==> config.mk <==
export PLATFORM = sky130hd
export DESIGN_NAME = codec_error_interrupt_unit
export DESIGN_NICKNAME = d
export VERILOG_FILES = /design/src/logic/codec_err_pkg.sv /design/src/logic/sync_2ff.sv /design/src/logic/codec_error_interrupt_unit.sv
export SDC_FILE = /design/constraint.sdc
export NUM_CORES = 1
export LEC_CHECK = 0
export ABC_CLOCK_PERIOD_IN_PS = 3100
export BUFFER_PORTS_ARGS = -buffer_cell sky130_fd_sc_hd__buf_4
export CAP_MARGIN = 40
export CORE_MARGIN = 5
export CORE_UTILIZATION = 35
export CTS_CLUSTER_SIZE = 12
export DETAILED_ROUTE_END_ITERATION = 16
export GPL_ROUTABILITY_DRIVEN = 1
export HOLD_SLACK_MARGIN = 0.06
export MAX_ROUTING_LAYER = met4
export SYNTH_ARGS = -nofsm -noshare
export SYNTH_HDL_FRONTEND = slang
export SYNTH_SLANG_ARGS = --single-unit
export TNS_END_PERCENT = 50
==> constraint.sdc <==
create_clock -name clk_sys_i -period 3.1 [get_ports clk_sys_i]
set_clock_uncertainty 0.05 [all_clocks]
set_input_delay 0 -clock clk_sys_i [delete_from_list [all_inputs] [get_ports clk_sys_i]]
set_output_delay 0 -clock clk_sys_i [all_outputs]
set_load 0.01 [all_outputs]
==> src/logic/codec_err_pkg.sv <==
package codec_err_pkg;
    // apb map, byte addresses
    localparam int ADDR_W = 12;
    localparam logic [ADDR_W-1:0] ADDR_NOTIFY = 12'h000;
    localparam logic [ADDR_W-1:0] ADDR_MASK = 12'h004;
    localparam logic [ADDR_W-1:0] ADDR_INT_CTRL = 12'h008;
    localparam logic [ADDR_W-1:0] ADDR_CONFIG = 12'h00C;
    localparam logic [ADDR_W-1:0] ADDR_STATUS = 12'h010;

    // event bit positions in notify and mask; adc then dac follow
    localparam int EV_TEST = 0;
    localparam int EV_SERIAL = 1;
    localparam int EV_CLOCK = 2;
    localparam int EV_ADC_LSB = 3;

    // interrupt control fields
    localparam int INTCFG_POL_BIT = 0;
    localparam int INTCFG_PP_BIT = 1;
    localparam logic [1:0] INTCFG_RST = 2'h0;

    // config fields
    localparam int CFG_PDN_LSB = 0;
    localparam int CFG_SPEED_LSB = 16;
    localparam logic [1:0] SPEED_RST = 2'h0;

    // status fields
    localparam int STAT_MUTE_BIT = 0;
    localparam int STAT_ARMED_BIT = 1;
    localparam int STAT_LOCK_BIT = 2;
endpackage

==> src/logic/sync_2ff.sv <==
`timescale 1ns/1ps
module sync_2ff #(
    parameter int W = 1
) (
    // clock and reset
    input wire logic clk_i,
    input wire logic rst_n_i,
    // data
    input wire logic [W-1:0] d_i,
    output logic [W-1:0] q_o
);
    logic [W-1:0] meta_q;

    // first stage feeds only the second stage
    always_ff @(posedge clk_i or negedge rst_n_i) begin
        if (!rst_n_i) begin
            meta_q <= '0;
            q_o <= '0;
        end else begin
            meta_q <= d_i;
            q_o <= meta_q;
        end
    end
endmodule

==> src/logic/codec_error_interrupt_unit.sv <==
// Contract
// notify bits set on rising edge of an error, not on its level.
// a set notify bit stays 1 until the notify register is cleared.
// test-mode entry flagged; no mute and no power-down cycle needed.
// word or bit clock invalid flags serial error and mutes outputs.
// speed class mismatch or pll unlock flags clocking error and mutes.
// per-channel adc overflow flagged; operation continues unmuted.
// per-channel dac clip flagged; operation continues unmuted.
// any unmasked notified error drives the interrupt pin active.
// notify bits record every error whatever the mask says.
// mask bits only gate the interrupt pin, nothing else.
// interrupt active level follows the two-bit pin config field; the code takes the level from its polarity bit (bit 0) only.
// pin offers open-drain and push-pull; shared lines use open-drain.
// reading notify sets the mask bit of each reported error.
// controller clears mask bits after fixing the error.
// reset returns masks, pin config and notify bits to defaults.
// reading notify clears the bits it reported.
// open-drain releases the pin when idle; push-pull drives idle level.
//
// Local design decisions: the address map and the APB slave port.
`timescale 1ns/1ps
module codec_error_interrupt_unit
    import codec_err_pkg::*;
#(
    parameter int N_ADC = 4,
    parameter int N_DAC = 5,
    parameter int N_PDN = 9
) (
    // clock and reset
    input wire logic clk_sys_i,
    input wire logic reset_n_i,
    // apb slave
    input wire logic psel_i,
    input wire logic penable_i,
    input wire logic pwrite_i,
    input wire logic [ADDR_W-1:0] paddr_i,
    input wire logic [31:0] pwdata_i,
    output logic [31:0] prdata_o,
    output logic pready_o,
    output logic pslverr_o,
    // error sources, asynchronous
    input wire logic test_mode_i,
    input wire logic fs_invalid_i,
    input wire logic sclk_invalid_i,
    input wire logic [1:0] speed_class_i,
    input wire logic pll_locked_i,
    input wire logic [N_ADC-1:0] adc_overflow_i,
    input wire logic [N_DAC-1:0] dac_clip_i,
    // converter control
    output logic mute_o,
    output logic [N_PDN-1:0] converter_powerdown_bits_o,
    // interrupt
    output logic irq_o,
    output logic int_pin_o,
    output logic int_pin_oe_o
);
    localparam int EVT_W = EV_ADC_LSB + N_ADC + N_DAC;
    localparam int EV_DAC_LSB = EV_ADC_LSB + N_ADC;
    localparam int RAW_W = 6 + N_ADC + N_DAC;
    localparam logic [EVT_W-1:0] MASK_RST = '0;
    localparam logic [N_PDN-1:0] PDN_RST = '1;

    if (N_ADC < 1 || N_DAC < 1 || EVT_W > 32 || N_PDN < 1 ||
        N_PDN > CFG_SPEED_LSB) begin : g_bad_param
        $error("codec_error_interrupt_unit: unsupported parameters");
    end

    typedef struct packed {
        logic [EVT_W-1:0] prev;
        logic [EVT_W-1:0] notify;
        logic [EVT_W-1:0] mask;
        logic [1:0] int_cfg;
        logic [N_PDN-1:0] pdn;
        logic [1:0] speed_cfg;
        logic mute;
        logic pdn_armed;
        logic [31:0] rdata;
        logic irq;
        logic pin_out;
        logic pin_oe;
    } state_s;

    state_s s_q;
    state_s s_d;
    logic rst_n;
    logic [RAW_W-1:0] raw;
    logic [RAW_W-1:0] raw_s;
    logic [EVT_W-1:0] evt_lvl;
    logic [EVT_W-1:0] rise;
    logic [EVT_W-1:0] rd_bits;
    logic rd_notify;
    logic wr_acc;
    logic setup;
    logic all_set;
    logic all_clr;
    logic err_rise;

    function automatic logic hit(input logic [ADDR_W-1:0] a,
                                 input logic [ADDR_W-1:0] off);
        hit = (a[ADDR_W-1:2] == off[ADDR_W-1:2]);
    endfunction

    function automatic logic mapped(input logic [ADDR_W-1:0] a);
        mapped = hit(a, ADDR_NOTIFY) | hit(a, ADDR_MASK) |
                 hit(a, ADDR_INT_CTRL) | hit(a, ADDR_CONFIG) |
                 hit(a, ADDR_STATUS);
    endfunction

    // reset release through two flops
    sync_2ff #(
        .W(1)
    ) u_rst_sync (
        .clk_i(clk_sys_i),
        .rst_n_i(reset_n_i),
        .d_i(1'b1),
        .q_o(rst_n)
    );

    // unlock crosses as a high level: a flushed sync reads locked, no false edge
    assign raw = {dac_clip_i, adc_overflow_i, ~pll_locked_i, speed_class_i,
                  sclk_invalid_i, fs_invalid_i, test_mode_i};

    sync_2ff #(
        .W(RAW_W)
    ) u_evt_sync (
        .clk_i(clk_sys_i),
        .rst_n_i(rst_n),
        .d_i(raw),
        .q_o(raw_s)
    );

    // speed bits cross separately; a one-cycle skew may flag a change
    always_comb begin
        evt_lvl = '0;
        // test mode level
        evt_lvl[EV_TEST] = raw_s[0];
        // either serial clock invalid
        evt_lvl[EV_SERIAL] = raw_s[1] | raw_s[2];
        // speed mismatch or unlock
        evt_lvl[EV_CLOCK] = (raw_s[4:3] != s_q.speed_cfg) | raw_s[5];
        // adc overflow per channel
        evt_lvl[EV_ADC_LSB +: N_ADC] = raw_s[6 +: N_ADC];
        // dac clip per channel
        evt_lvl[EV_DAC_LSB +: N_DAC] = raw_s[6 + N_ADC +: N_DAC];
    end

    // edge, not level
    assign rise = evt_lvl & ~s_q.prev;
    assign rd_bits = s_q.rdata[EVT_W-1:0];
    assign setup = psel_i & ~penable_i;
    assign wr_acc = psel_i & penable_i & pwrite_i;
    assign rd_notify = psel_i & penable_i & ~pwrite_i &
                       hit(paddr_i, ADDR_NOTIFY);
    assign all_set = &s_q.pdn;
    assign all_clr = ~|s_q.pdn;
    assign err_rise = rise[EV_SERIAL] | rise[EV_CLOCK];

    always_comb begin
        s_d = s_q;
        s_d.prev = evt_lvl;
        // clear only what the read reported, so a fresh edge survives
        // otherwise a set bit holds
        // set regardless of mask
        s_d.notify = (rd_notify ? (s_q.notify & ~rd_bits) : s_q.notify)
                     | rise;
        // reported errors become masked
        if (rd_notify) begin
            s_d.mask = s_q.mask | rd_bits;
        end
        if (wr_acc && hit(paddr_i, ADDR_MASK)) begin
            s_d.mask = pwdata_i[EVT_W-1:0];
        end
        if (wr_acc && hit(paddr_i, ADDR_INT_CTRL)) begin
            s_d.int_cfg = pwdata_i[1:0];
        end
        if (wr_acc && hit(paddr_i, ADDR_CONFIG)) begin
            s_d.pdn = pwdata_i[CFG_PDN_LSB +: N_PDN];
            s_d.speed_cfg = pwdata_i[CFG_SPEED_LSB +: 2];
        end
        // recovery needs all power-down bits set, then all cleared
        // same recovery path
        if (s_q.mute && all_set) begin
            s_d.pdn_armed = 1'b1;
        end
        if (s_q.pdn_armed && all_clr) begin
            s_d.mute = 1'b0;
            s_d.pdn_armed = 1'b0;
        end
        // a new error wins over recovery
        if (err_rise) begin
            s_d.mute = 1'b1;
            s_d.pdn_armed = 1'b0;
        end
        // unmasked notify raises the line
        // mask touches nothing else
        s_d.irq = |(s_d.notify & ~s_d.mask);
        // active level from config
        s_d.pin_out = s_d.irq ? s_d.int_cfg[INTCFG_POL_BIT]
                              : ~s_d.int_cfg[INTCFG_POL_BIT];
        // drive mode select
        // open-drain releases when idle
        s_d.pin_oe = s_d.int_cfg[INTCFG_PP_BIT] | s_d.irq;
        // read data latched in setup so the access edge sees a stable word
        if (setup) begin
            s_d.rdata = '0;
            if (hit(paddr_i, ADDR_NOTIFY)) begin
                s_d.rdata[EVT_W-1:0] = s_q.notify;
            end
            if (hit(paddr_i, ADDR_MASK)) begin
                s_d.rdata[EVT_W-1:0] = s_q.mask;
            end
            if (hit(paddr_i, ADDR_INT_CTRL)) begin
                s_d.rdata[1:0] = s_q.int_cfg;
            end
            if (hit(paddr_i, ADDR_CONFIG)) begin
                s_d.rdata[CFG_PDN_LSB +: N_PDN] = s_q.pdn;
                s_d.rdata[CFG_SPEED_LSB +: 2] = s_q.speed_cfg;
            end
            if (hit(paddr_i, ADDR_STATUS)) begin
                s_d.rdata[STAT_MUTE_BIT] = s_q.mute;
                s_d.rdata[STAT_ARMED_BIT] = s_q.pdn_armed;
                s_d.rdata[STAT_LOCK_BIT] = ~raw_s[5];
            end
        end
    end

    // every field back to default
    always_ff @(posedge clk_sys_i or negedge rst_n) begin
        if (!rst_n) begin
            s_q.prev <= '0;
            s_q.notify <= '0;
            s_q.mask <= MASK_RST;
            s_q.int_cfg <= INTCFG_RST;
            s_q.pdn <= PDN_RST;
            s_q.speed_cfg <= SPEED_RST;
            s_q.mute <= 1'b0;
            s_q.pdn_armed <= 1'b0;
            s_q.rdata <= '0;
            s_q.irq <= 1'b0;
            s_q.pin_out <= 1'b1;
            s_q.pin_oe <= 1'b0;
        end else begin
            s_q <= s_d;
        end
    end

    // zero-wait slave
    assign pready_o = 1'b1;
    assign pslverr_o = psel_i & penable_i & ~mapped(paddr_i);
    assign prdata_o = s_q.rdata;
    assign mute_o = s_q.mute;
    assign converter_powerdown_bits_o = s_q.pdn;
    assign irq_o = s_q.irq;
    assign int_pin_o = s_q.pin_out;
    assign int_pin_oe_o = s_q.pin_oe;
endmodule

# == Yosys cells after proc, flatten, opt, wreduce, memory -nomap -nowiden ==
# Cells that the tools add are included.
# word_totals
reg_bits,100
wordCells,75
input_bits,64
# op_classes
bitwise_logic,28
n_eq_ne,5
reduce_logical,12
muxes,14
# op_table
operator,n
$mux W12,5
$and A12 B12 Y12,3
$not A12 Y12,3
$or A12 B12 Y12,2
$eq A10 B2 Y1 const B,2
$reduce_or A12 Y1,1
$eq A10 B1 Y1 const B,1
$eq A10 B3 Y1 const B,1
$logic_not A10 Y1,1
$mux W2,5
$mux W9,1
$reduce_and A9 Y1,1
$reduce_or A9 Y1,1
$or A1 B1 Y1,8
$and A1 B1 Y1,6
$not A1 Y1,6
$logic_and A1 B1 Y1,5
$mux W3,1
$reduce_bool A3 Y1,1
$mux W1,2
$ne A2 B2 Y1,1
$reduce_bool A2 Y1,1
$logic_not A1 Y1,1

# == Logic depth before layout (Yosys ltp) ==
# Gate-level depths: netlist of run 1.
# logic_depth
depth_word,9
mapped_depth,11
ltp_nobuf,8

# == Cells and area by module ==
# Synthesis of run 1 repeated with hierarchy kept, for this count alone.
# unflattened
cells_unflattened,370
hier_area_um2,4354.2
# by_module_without_submodules
mod,seq_area_each_um2,area_each_um2,cells_per_inst,n_inst
codec_error_interrupt_unit,1714.1,3553.4,338,1
sync_2ff (u_evt_sync),750.7,750.7,30,1
sync_2ff (u_rst_sync),50.0,50.0,2,1

# == Worst setup path after synthesis of run 1 ==
# No wires, ideal clock.
# synth_timing
kind,input to register
start,input port paddr_i[9]
end,"register s_q, in the netlist int_pin_oe_o"
required_ps,2926
n_path_buf,1
setup_slack_ps,687
t_arrival_ps,2238
stages,9
path_cell_list,or4_4 -> nor4_4 -> buf_6 -> nand2_2 -> a311oi_1 -> o2111ai_1 -> a2111oi_2 -> o2111ai_1 -> or2_1
# synth_lines
item,line_no,source
start: declaration,codec_error_interrupt_unit.sv:36,"input wire logic [ADDR_W-1:0] paddr_i,"
end: declaration,codec_error_interrupt_unit.sv:83,state_s s_q;

==> impl_metrics.py, run 1 <==
metrics = {
    "clock_tree": {
        "clkLatencyLatePin_ns": 0.35,
        "cts_buffer_depth": 2,
        "htreeDepth": 3,
        "cts.clk_slew.worst_paths_ns": 0.08,
        "cts-root-buf": "clkbuf_16",
        "cts_sinks": 100,
        "numCtsBuffers": 9,
        "cts_tree": "yes",
    },
    "synth": {
        "syn_area_um2": 4380,
        "avgSynthCellArea_um2": 11.0,
        "postSynth.asyncResetShare": 1.00,
        "synth_ff_type": "dfrtp_1",
        "yosys_warnings": 0,
        "synth_seq_cells": 100,
        "yosysSeqAreaShare": 0.574,
        "synth-edff-count": 0,
        "syn_inst": 400,
        "ys_types": 54,
    },
    "sta": {
        "fmax_ghz": 0.346,
        "finalSetupViolations": 0,
        "hold_viol": 0,
        "finalWorstPathRequiredPeriod_ns": 2.89,
        "min_period_over_period": 0.932,
        "fin_hold_ws_ns": 0.0700,
        "tns_ns": 0,
        "worst_pin_slew_ns": 0.602,
        "report.final.slew_viol_count": 0,
        "relSlewSlack": 0.599,
        "setup_slack_ns": 0.212,
    },
    "critical_path": {
        "required_ns": 3.29,
        "crit_slowest_cell": "dlygate4sd3_1",
        "critPathCaptureType": "flop",
        "rrSetupSlack_ns": 0.72,
        "path_max_fanout": 10,
        "cpLargestDelayFamily": "simple AND/OR/NAND/NOR gates",
        "cp_cell_sequence": "dlygate4sd3_1 -> buf_4 -> or4_4 -> nor4_4 -> buf_4 -> buf_4 -> nand2_1 -> a21oi_1 -> o311ai_0 -> a2111oi_2 -> o2111ai_1 -> or2_1",
        "slowest_delay_ns": 0.55,
        "crit_arrival_ns": 3.08,
        "cp-start-kind": "input pin",
        "path_class": "in2reg",
        "path_buf_inv": 4,
        "cpMostUsedCell": "buf_4",
    },
    "floorplan": {
        "fp.dieH_um": 122,
        "fp.dieArea_um2": 14900,
        "start_util": 0.360,
        "core_um2": 12200,
        "die_x_um": 122,
        "rows": 40,
        "io_pins": 111,
    },
    "final_layout": {
        "area_growth_syn_to_layout_pct": 26.1,
        "n_antenna_cell": 0,
        "fin_cells": 661,
        "final_cell_mix": "89 x dfrtp_1, 81 x buf_4, 43 x nand2_1",
        "final_common_cell": "dfrtp_1",
        "layout.nets": 552,
        "drive_gt1_frac": 0.270,
    },
    "placed_design": {
        "preCtsSetupSlack_ns": 0.201,
        "gp_congestion": 0.878,
        "place_hpwl_mm": 7.60,
        "dp.cells": 611,
        "io_buffers": 71,
    },
    "global_routing": {
        "grt_pass1_vias": 3188,
        "grt_pass1_wl_mm": 16.8,
        "grtUsageTotal": 0.151,
        "antenna_found_initial": 0,
        "grt.overflow.total": 0,
        "grt_max_degree": 53,
    },
    "pwr": {
        "switching_share": 0.238,
        "p_int_mw": 1.98,
        "cellLeakagePower_nw": 2.46,
        "peakVddDrop_v": 0.000314,
        "power_frac_seq": 0.522,
        "power_density_nw_per_um2": 471,
        "switching_power_mw": 0.619,
        "clockPowerShare": 0.408,
        "pwr-share-comb": 0.070,
    },
    "run": {
        "cap_violations": 0,
    },
    "min_path": {
        "worstHoldPathType": "in2reg",
    },
    "detailed_routing": {
        "first_pass_iters": 4,
        "drt_iter0_drc": 193,
        "dr_total_vias": 3171,
        "wirelength_mm": 10.6,
        "routedWlPerCell_um": 16.1,
        "drcViolationCount": 0,
        "postRouteAntennaNets": 0,
        "vias_per_cell": 4.80,
    },
    "outcome": {
        "status": "completed",
    },
}
-- final cells by class --
class                           count  area, um2
Timing Repair Buffer              115        958
Clock inverter                      7       57.6
Sequential cell                   100       2520
Clock buffer                        9        225
Inverter                           11       41.3
Multi-Input combinational cell    251       1520
Tap cell                          168        210
Fill cell                        1176       6630
-- final timing paths --
path	from	depth (start not counted)	endpoint
min reg2reg	u_rst_sync.q_o$_DFF_PN0_	0	u_evt_sync.q_o[1]$_DFF_PN0_
max in group asynchronous	u_rst_sync.q_o$_DFF_PN0_	1	converter_powerdown_bits_o[2]$_DFFE_PN1P_
max	paddr_i[10]	12	int_pin_oe_o$_DFF_PN0_
min	paddr_i[11]	4	prdata_o[9]$_DFFE_PN0P_
min in group asynchronous	u_rst_sync.q_o$_DFF_PN0_	0	u_evt_sync.q_o[1]$_DFF_PN0_
max reg2reg	u_evt_sync.q_o[2]$_DFF_PN0_	8	int_pin_oe_o$_DFF_PN0_
-- tightest hold or removal path, cell delays in order --
cell	delay [ns]
buf_4	0.09
nor4_1	0.07
nand2_1	0.16
o41ai_1	0.10
-- metal layers --
metal	vias to the layer above	part of all wire	global-route usage	routed length (um)
met5	-	0	-	0
met2	122	0.47	0.237	4980
met1	1538	0.44	0.198	4630
li1	1501	-	-	-
met3	10	0.081	0.0367	858
met4	0	0.014	0.0399	153
-- sequential cells by signal, indices dropped and copies added (netlist names) --
name / count
u_rst_sync.meta_q: 1
u_evt_sync.meta_q: 15
u_rst_sync.q_o: 1
prdata_o: 14
converter_powerdown_bits_o: 9
mute_o: 1
int_pin_oe_o: 1
int_pin_o: 1
u_evt_sync.q_o: 15
irq_o: 1
s_q: 41
-- synthesized netlist by cell type, types with 2 or more instances --
| library cell | count | area (um2) |
|---|---|---|
| o21ai_0 | 17 | 85.1 |
| nor2_1 | 35 | 131 |
| nand3_1 | 7 | 35.0 |
| xnor2_1 | 3 | 26.3 |
| o221ai_1 | 2 | 17.5 |
| dfrtp_1 | 90 | 2250 |
| nor3_1 | 4 | 20.0 |
| nor4_1 | 3 | 18.8 |
| or4_4 | 2 | 22.5 |
| conb_1 | 2 | 7.51 |
| clkbuf_1 | 8 | 30.0 |
| buf_4 | 42 | 315 |
| or2_2 | 2 | 12.5 |
| nand2_1 | 43 | 161 |
| a2bb2oi_1 | 2 | 17.5 |
| a21o_1 | 3 | 22.5 |
| a31oi_1 | 2 | 12.5 |
| buf_2 | 2 | 10.0 |
| a211oi_1 | 2 | 15.0 |
| nor3b_1 | 2 | 15.0 |
| mux4_2 | 2 | 45.0 |
| mux2_2 | 13 | 146 |
| buf_1 | 3 | 11.3 |
| nor2b_1 | 6 | 37.5 |
| o2111ai_1 | 2 | 17.5 |
| a21oi_1 | 23 | 115 |
| o22ai_1 | 2 | 12.5 |
| nand2b_1 | 8 | 50.1 |
| nand4_1 | 4 | 25.0 |
| and4_1 | 2 | 17.5 |
| inv_1 | 11 | 41.3 |
| a2111oi_0 | 4 | 35.0 |
| a22oi_1 | 3 | 22.5 |
| or3_1 | 3 | 18.8 |
| mux2i_1 | 11 | 110 |
| dfstp_2 | 10 | 263 |
| o41ai_1 | 3 | 26.3 |
-- kinds of logic (layout without fill, tap and decap cells) --
group,Yosys count,after routing,share of synthesized area
AND/OR/NAND/NOR,128,128,0.144
other,2,20,0.00171
flip-flops,100,100,0.574
AO/OA/AOI/OAI,74,74,0.110
XOR/XNOR,3,3,0.00599
buffers and inverters,67,142,0.0956
multiplexers,26,26,0.0688
-- per-stage QoR --
| step | instance area (um2) | util | power [mW] |
|---|---|---|---|
| after floorplan | 4450 | - | 1.47 |
| after global placement | 4910 | 0.404 | 1.53 |
| after detailed placement | 4910 | 0.404 | 1.53 |
| after CTS | 5520 | 0.454 | 2.63 |
| after global routing | 5530 | 0.455 | 2.72 |
| final | 5530 | 0.455 | 2.60 |
-- power by group through the flow --
stage	Clock, mW	Combinational (mW)	Sequential (mW)
after floorplan	0	0.0833	1.39
after global placement	0	0.147	1.38
after detailed placement	0	0.149	1.38
after CTS	1.09	0.183	1.36
after global routing	1.15	0.199	1.36
final	1.06	0.181	1.36
-- timing repair --
action                                 CTS  global route
hold buffers                            33             0
gates resized for setup                  0             1
setup endpoints to repair                0             2
setup buffers                            0             1
endpoints found under the hold margin   47             0
Power figures use the tool's default switching activity.
==> run 2, diff against run 1 <==
--- a/config.mk
+++ b/config.mk
@@ -9,12 +9,13 @@
 export BUFFER_PORTS_ARGS = -buffer_cell sky130_fd_sc_hd__buf_4
 export CAP_MARGIN = 40
 export CORE_MARGIN = 5
-export CORE_UTILIZATION = 35
+export CORE_UTILIZATION = 48
 export CTS_CLUSTER_SIZE = 12
 export DETAILED_ROUTE_END_ITERATION = 16
 export GPL_ROUTABILITY_DRIVEN = 1
 export HOLD_SLACK_MARGIN = 0.06
 export MAX_ROUTING_LAYER = met4
+export PLACE_DENSITY = 0.76
 export SYNTH_ARGS = -nofsm -noshare
 export SYNTH_HDL_FRONTEND = slang
 export SYNTH_SLANG_ARGS = --single-unit
==> impl_metrics.py, run 2 (synthesis results as in run 1) <==
metrics = {
    "final_layout": {
        "n_antenna_cell": 0,
        "final_cell_mix": "89 x dfrtp_1, 84 x buf_4, 43 x nand2_1",
        "largest_register_ff_count": 41,
        "max_flop_register": "s_q",
        "area_growth_syn_to_layout_pct": 23.1,
        "reg_top3": "s_q x41, u_evt_sync.meta_q x15, u_evt_sync.q_o x15",
        "final_area_um2": 5400,
        "final_common_cell": "dfrtp_1",
        "layout.nets": 556,
        "drive_gt1_frac": 0.274,
    },
    "sta": {
        "min_period_over_period": 0.949,
        "tns_ns": 0,
        "report.final.slew_viol_count": 0,
        "relSlewSlack": 0.603,
        "rsz0062_at_grt": "false",
        "fin_hold_ws_ns": 0.0935,
        "setup_slack_ns": 0.157,
        "finalSetupViolations": 0,
        "hold_viol": 0,
        "finalWorstPathRequiredPeriod_ns": 2.94,
        "fmax_ghz": 0.340,
        "worst_pin_slew_ns": 0.581,
    },
    "placed_design": {
        "io_buffers": 71,
        "dpl-instance-area_um2": 4840,
        "place_hpwl_mm": 7.10,
        "preCtsSetupSlack_ns": 0.0617,
        "gp_congestion": 0.936,
    },
    "global_routing": {
        "grtUsageTotal": 0.195,
        "grt_pass1_vias": 3413,
        "grt.overflow.total": 0,
        "grt_pass1_wl_mm": 16.8,
        "grt_busiest_layer": "met2",
        "grt_max_degree": 48,
        "grtUsageMet3": 0.0458,
        "use_met1": 0.249,
        "use_met2": 0.302,
        "antenna_found_initial": 0,
    },
    "floorplan": {
        "start_util": 0.498,
        "fp.dieArea_um2": 11100,
        "rows": 34,
        "die_x_um": 106,
        "fp.dieH_um": 106,
        "io_pins": 111,
        "core_um2": 8810,
    },
    "pwr": {
        "peakVddDrop_v": 0.000327,
        "power.total_mw": 2.33,
        "power_density_nw_per_um2": 432,
        "cellLeakagePower_nw": 2.45,
    },
    "min_path": {
        "hold_end": "prdata_o[9]$_DFFE_PN0P_",
        "hold_start": "paddr_i[2]",
        "worstHoldPathType": "in2reg",
        "whs_path_depth": 3,
    },
    "critical_path": {
        "crit_arrival_ns": 3.14,
        "rrSetupSlack_ns": 0.65,
        "timing.rr.end": "int_pin_oe_o$_DFF_PN0_",
        "path_class": "in2reg",
        "slowest_delay_ns": 0.54,
        "rr_worst_depth": 8,
        "critPathCaptureType": "flop",
        "path_max_fanout": 7,
        "crit_slowest_cell": "dlygate4sd3_1",
        "required_ns": 3.30,
        "cpMostUsedCell": "buf_4",
        "cp-start-kind": "input pin",
        "worstReg2RegStart": "u_evt_sync.q_o[2]$_DFF_PN0_",
        "cp_cell_sequence": "dlygate4sd3_1 -> buf_4 -> or4_4 -> nor4_4 -> buf_4 -> buf_4 -> nand2_2 -> a311oi_2 -> o2111ai_1 -> a2111oi_2 -> o2111ai_2 -> or2_1",
    },
    "detailed_routing": {
        "postRouteAntennaNets": 0,
        "vias_per_cell": 5.32,
        "first_pass_iters": 4,
        "routedWlPerCell_um": 16.7,
        "wirelength_mm": 10.1,
        "dr_total_vias": 3216,
        "drt_iter0_drc": 169,
        "drcViolationCount": 0,
    },
    "clock_tree": {
        "cts-root-buf": "clkbuf_8",
        "cts_buffer_depth": 2,
        "numCtsBuffers": 9,
        "clkLatencyLatePin_ns": 0.36,
        "cts_sinks": 100,
        "htreeDepth": 3,
        "cts.clk_slew.worst_paths_ns": 0.10,
        "cts_tree": "yes",
    },
    "run": {
        "cap_violations": 0,
    },
    "outcome": {
        "status": "completed",
    },
}
==> run 2: cell count changes in the layout (fill, tap and decap cells not counted), moves of 3 or more <==
cell	before	now
clkinvlp_4	3	0
clkbuf_8	0	10
buf_4	81	84
clkbuf_16	9	0
==> run 2: final cells by class <==
cell class | instances | area (um2)
sequential | 100 | 2520
fill | 721 | 3410
clock inverter | 5 | 42.5
inverter | 11 | 41.3
tap | 108 | 135
timing repair buffer | 119 | 986
multi-input combinational | 251 | 1530
clock buffer | 11 | 141
==> run 2: worst max-delay path by stage <==
stage,from,endpoint,slack (ns),depth (start not counted)
after global routing,paddr_i[10],int_pin_oe_o$_DFF_PN0_,0.01,11
after floorplan,u_rst_sync.q_o$_DFF_PN0_,int_pin_oe_o$_DFF_PN0_,0.08,0
after global placement,paddr_i[9],int_pin_oe_o$_DFF_PN0_,0.25,9
after CTS,paddr_i[10],int_pin_oe_o$_DFF_PN0_,0.01,10
after detailed placement,paddr_i[9],int_pin_oe_o$_DFF_PN0_,0.06,9
final,paddr_i[10],int_pin_oe_o$_DFF_PN0_,0.16,12
==> run 2: repair_timing <==
item,in CTS,in global routing
resized for setup,0,2
hold buffers,34,0
endpoints found under the setup margin,0,3
buffers inserted,0,2
endpoints found under the hold margin,47,0
==> run 2: worst max-delay path: cells and delay by family <==
family,cells,cell delay [ns]
and+or+nand+nor,4,1.07
buffers and inverters,4,0.98
AOI/OAI and AO/OA,4,1.09
==> run 2: report_power, final <==
part	leakage, nW	total [mW]	internal, mW	switching, mW
logic	1.18	0.182	0.0933	0.0889
clock network	0.0966	0.789	0.328	0.461
registers	1.18	1.36	1.34	0.0220
==> run 2: layer usage <==
metal,up-vias,share of wire,routed length (um)
li1,1506,-,-
met1,1574,0.43,4360
met2,121,0.48,4860
met3,15,0.067,677
met4,0,0.019,191
met5,-,0,0
==> run 2: through the flow <==
step,cells,utilization
floorplan,418,-
global placement,552,0.548
detailed placement,553,0.550
CTS,603,0.610
global route,605,0.613
finish,605,0.613
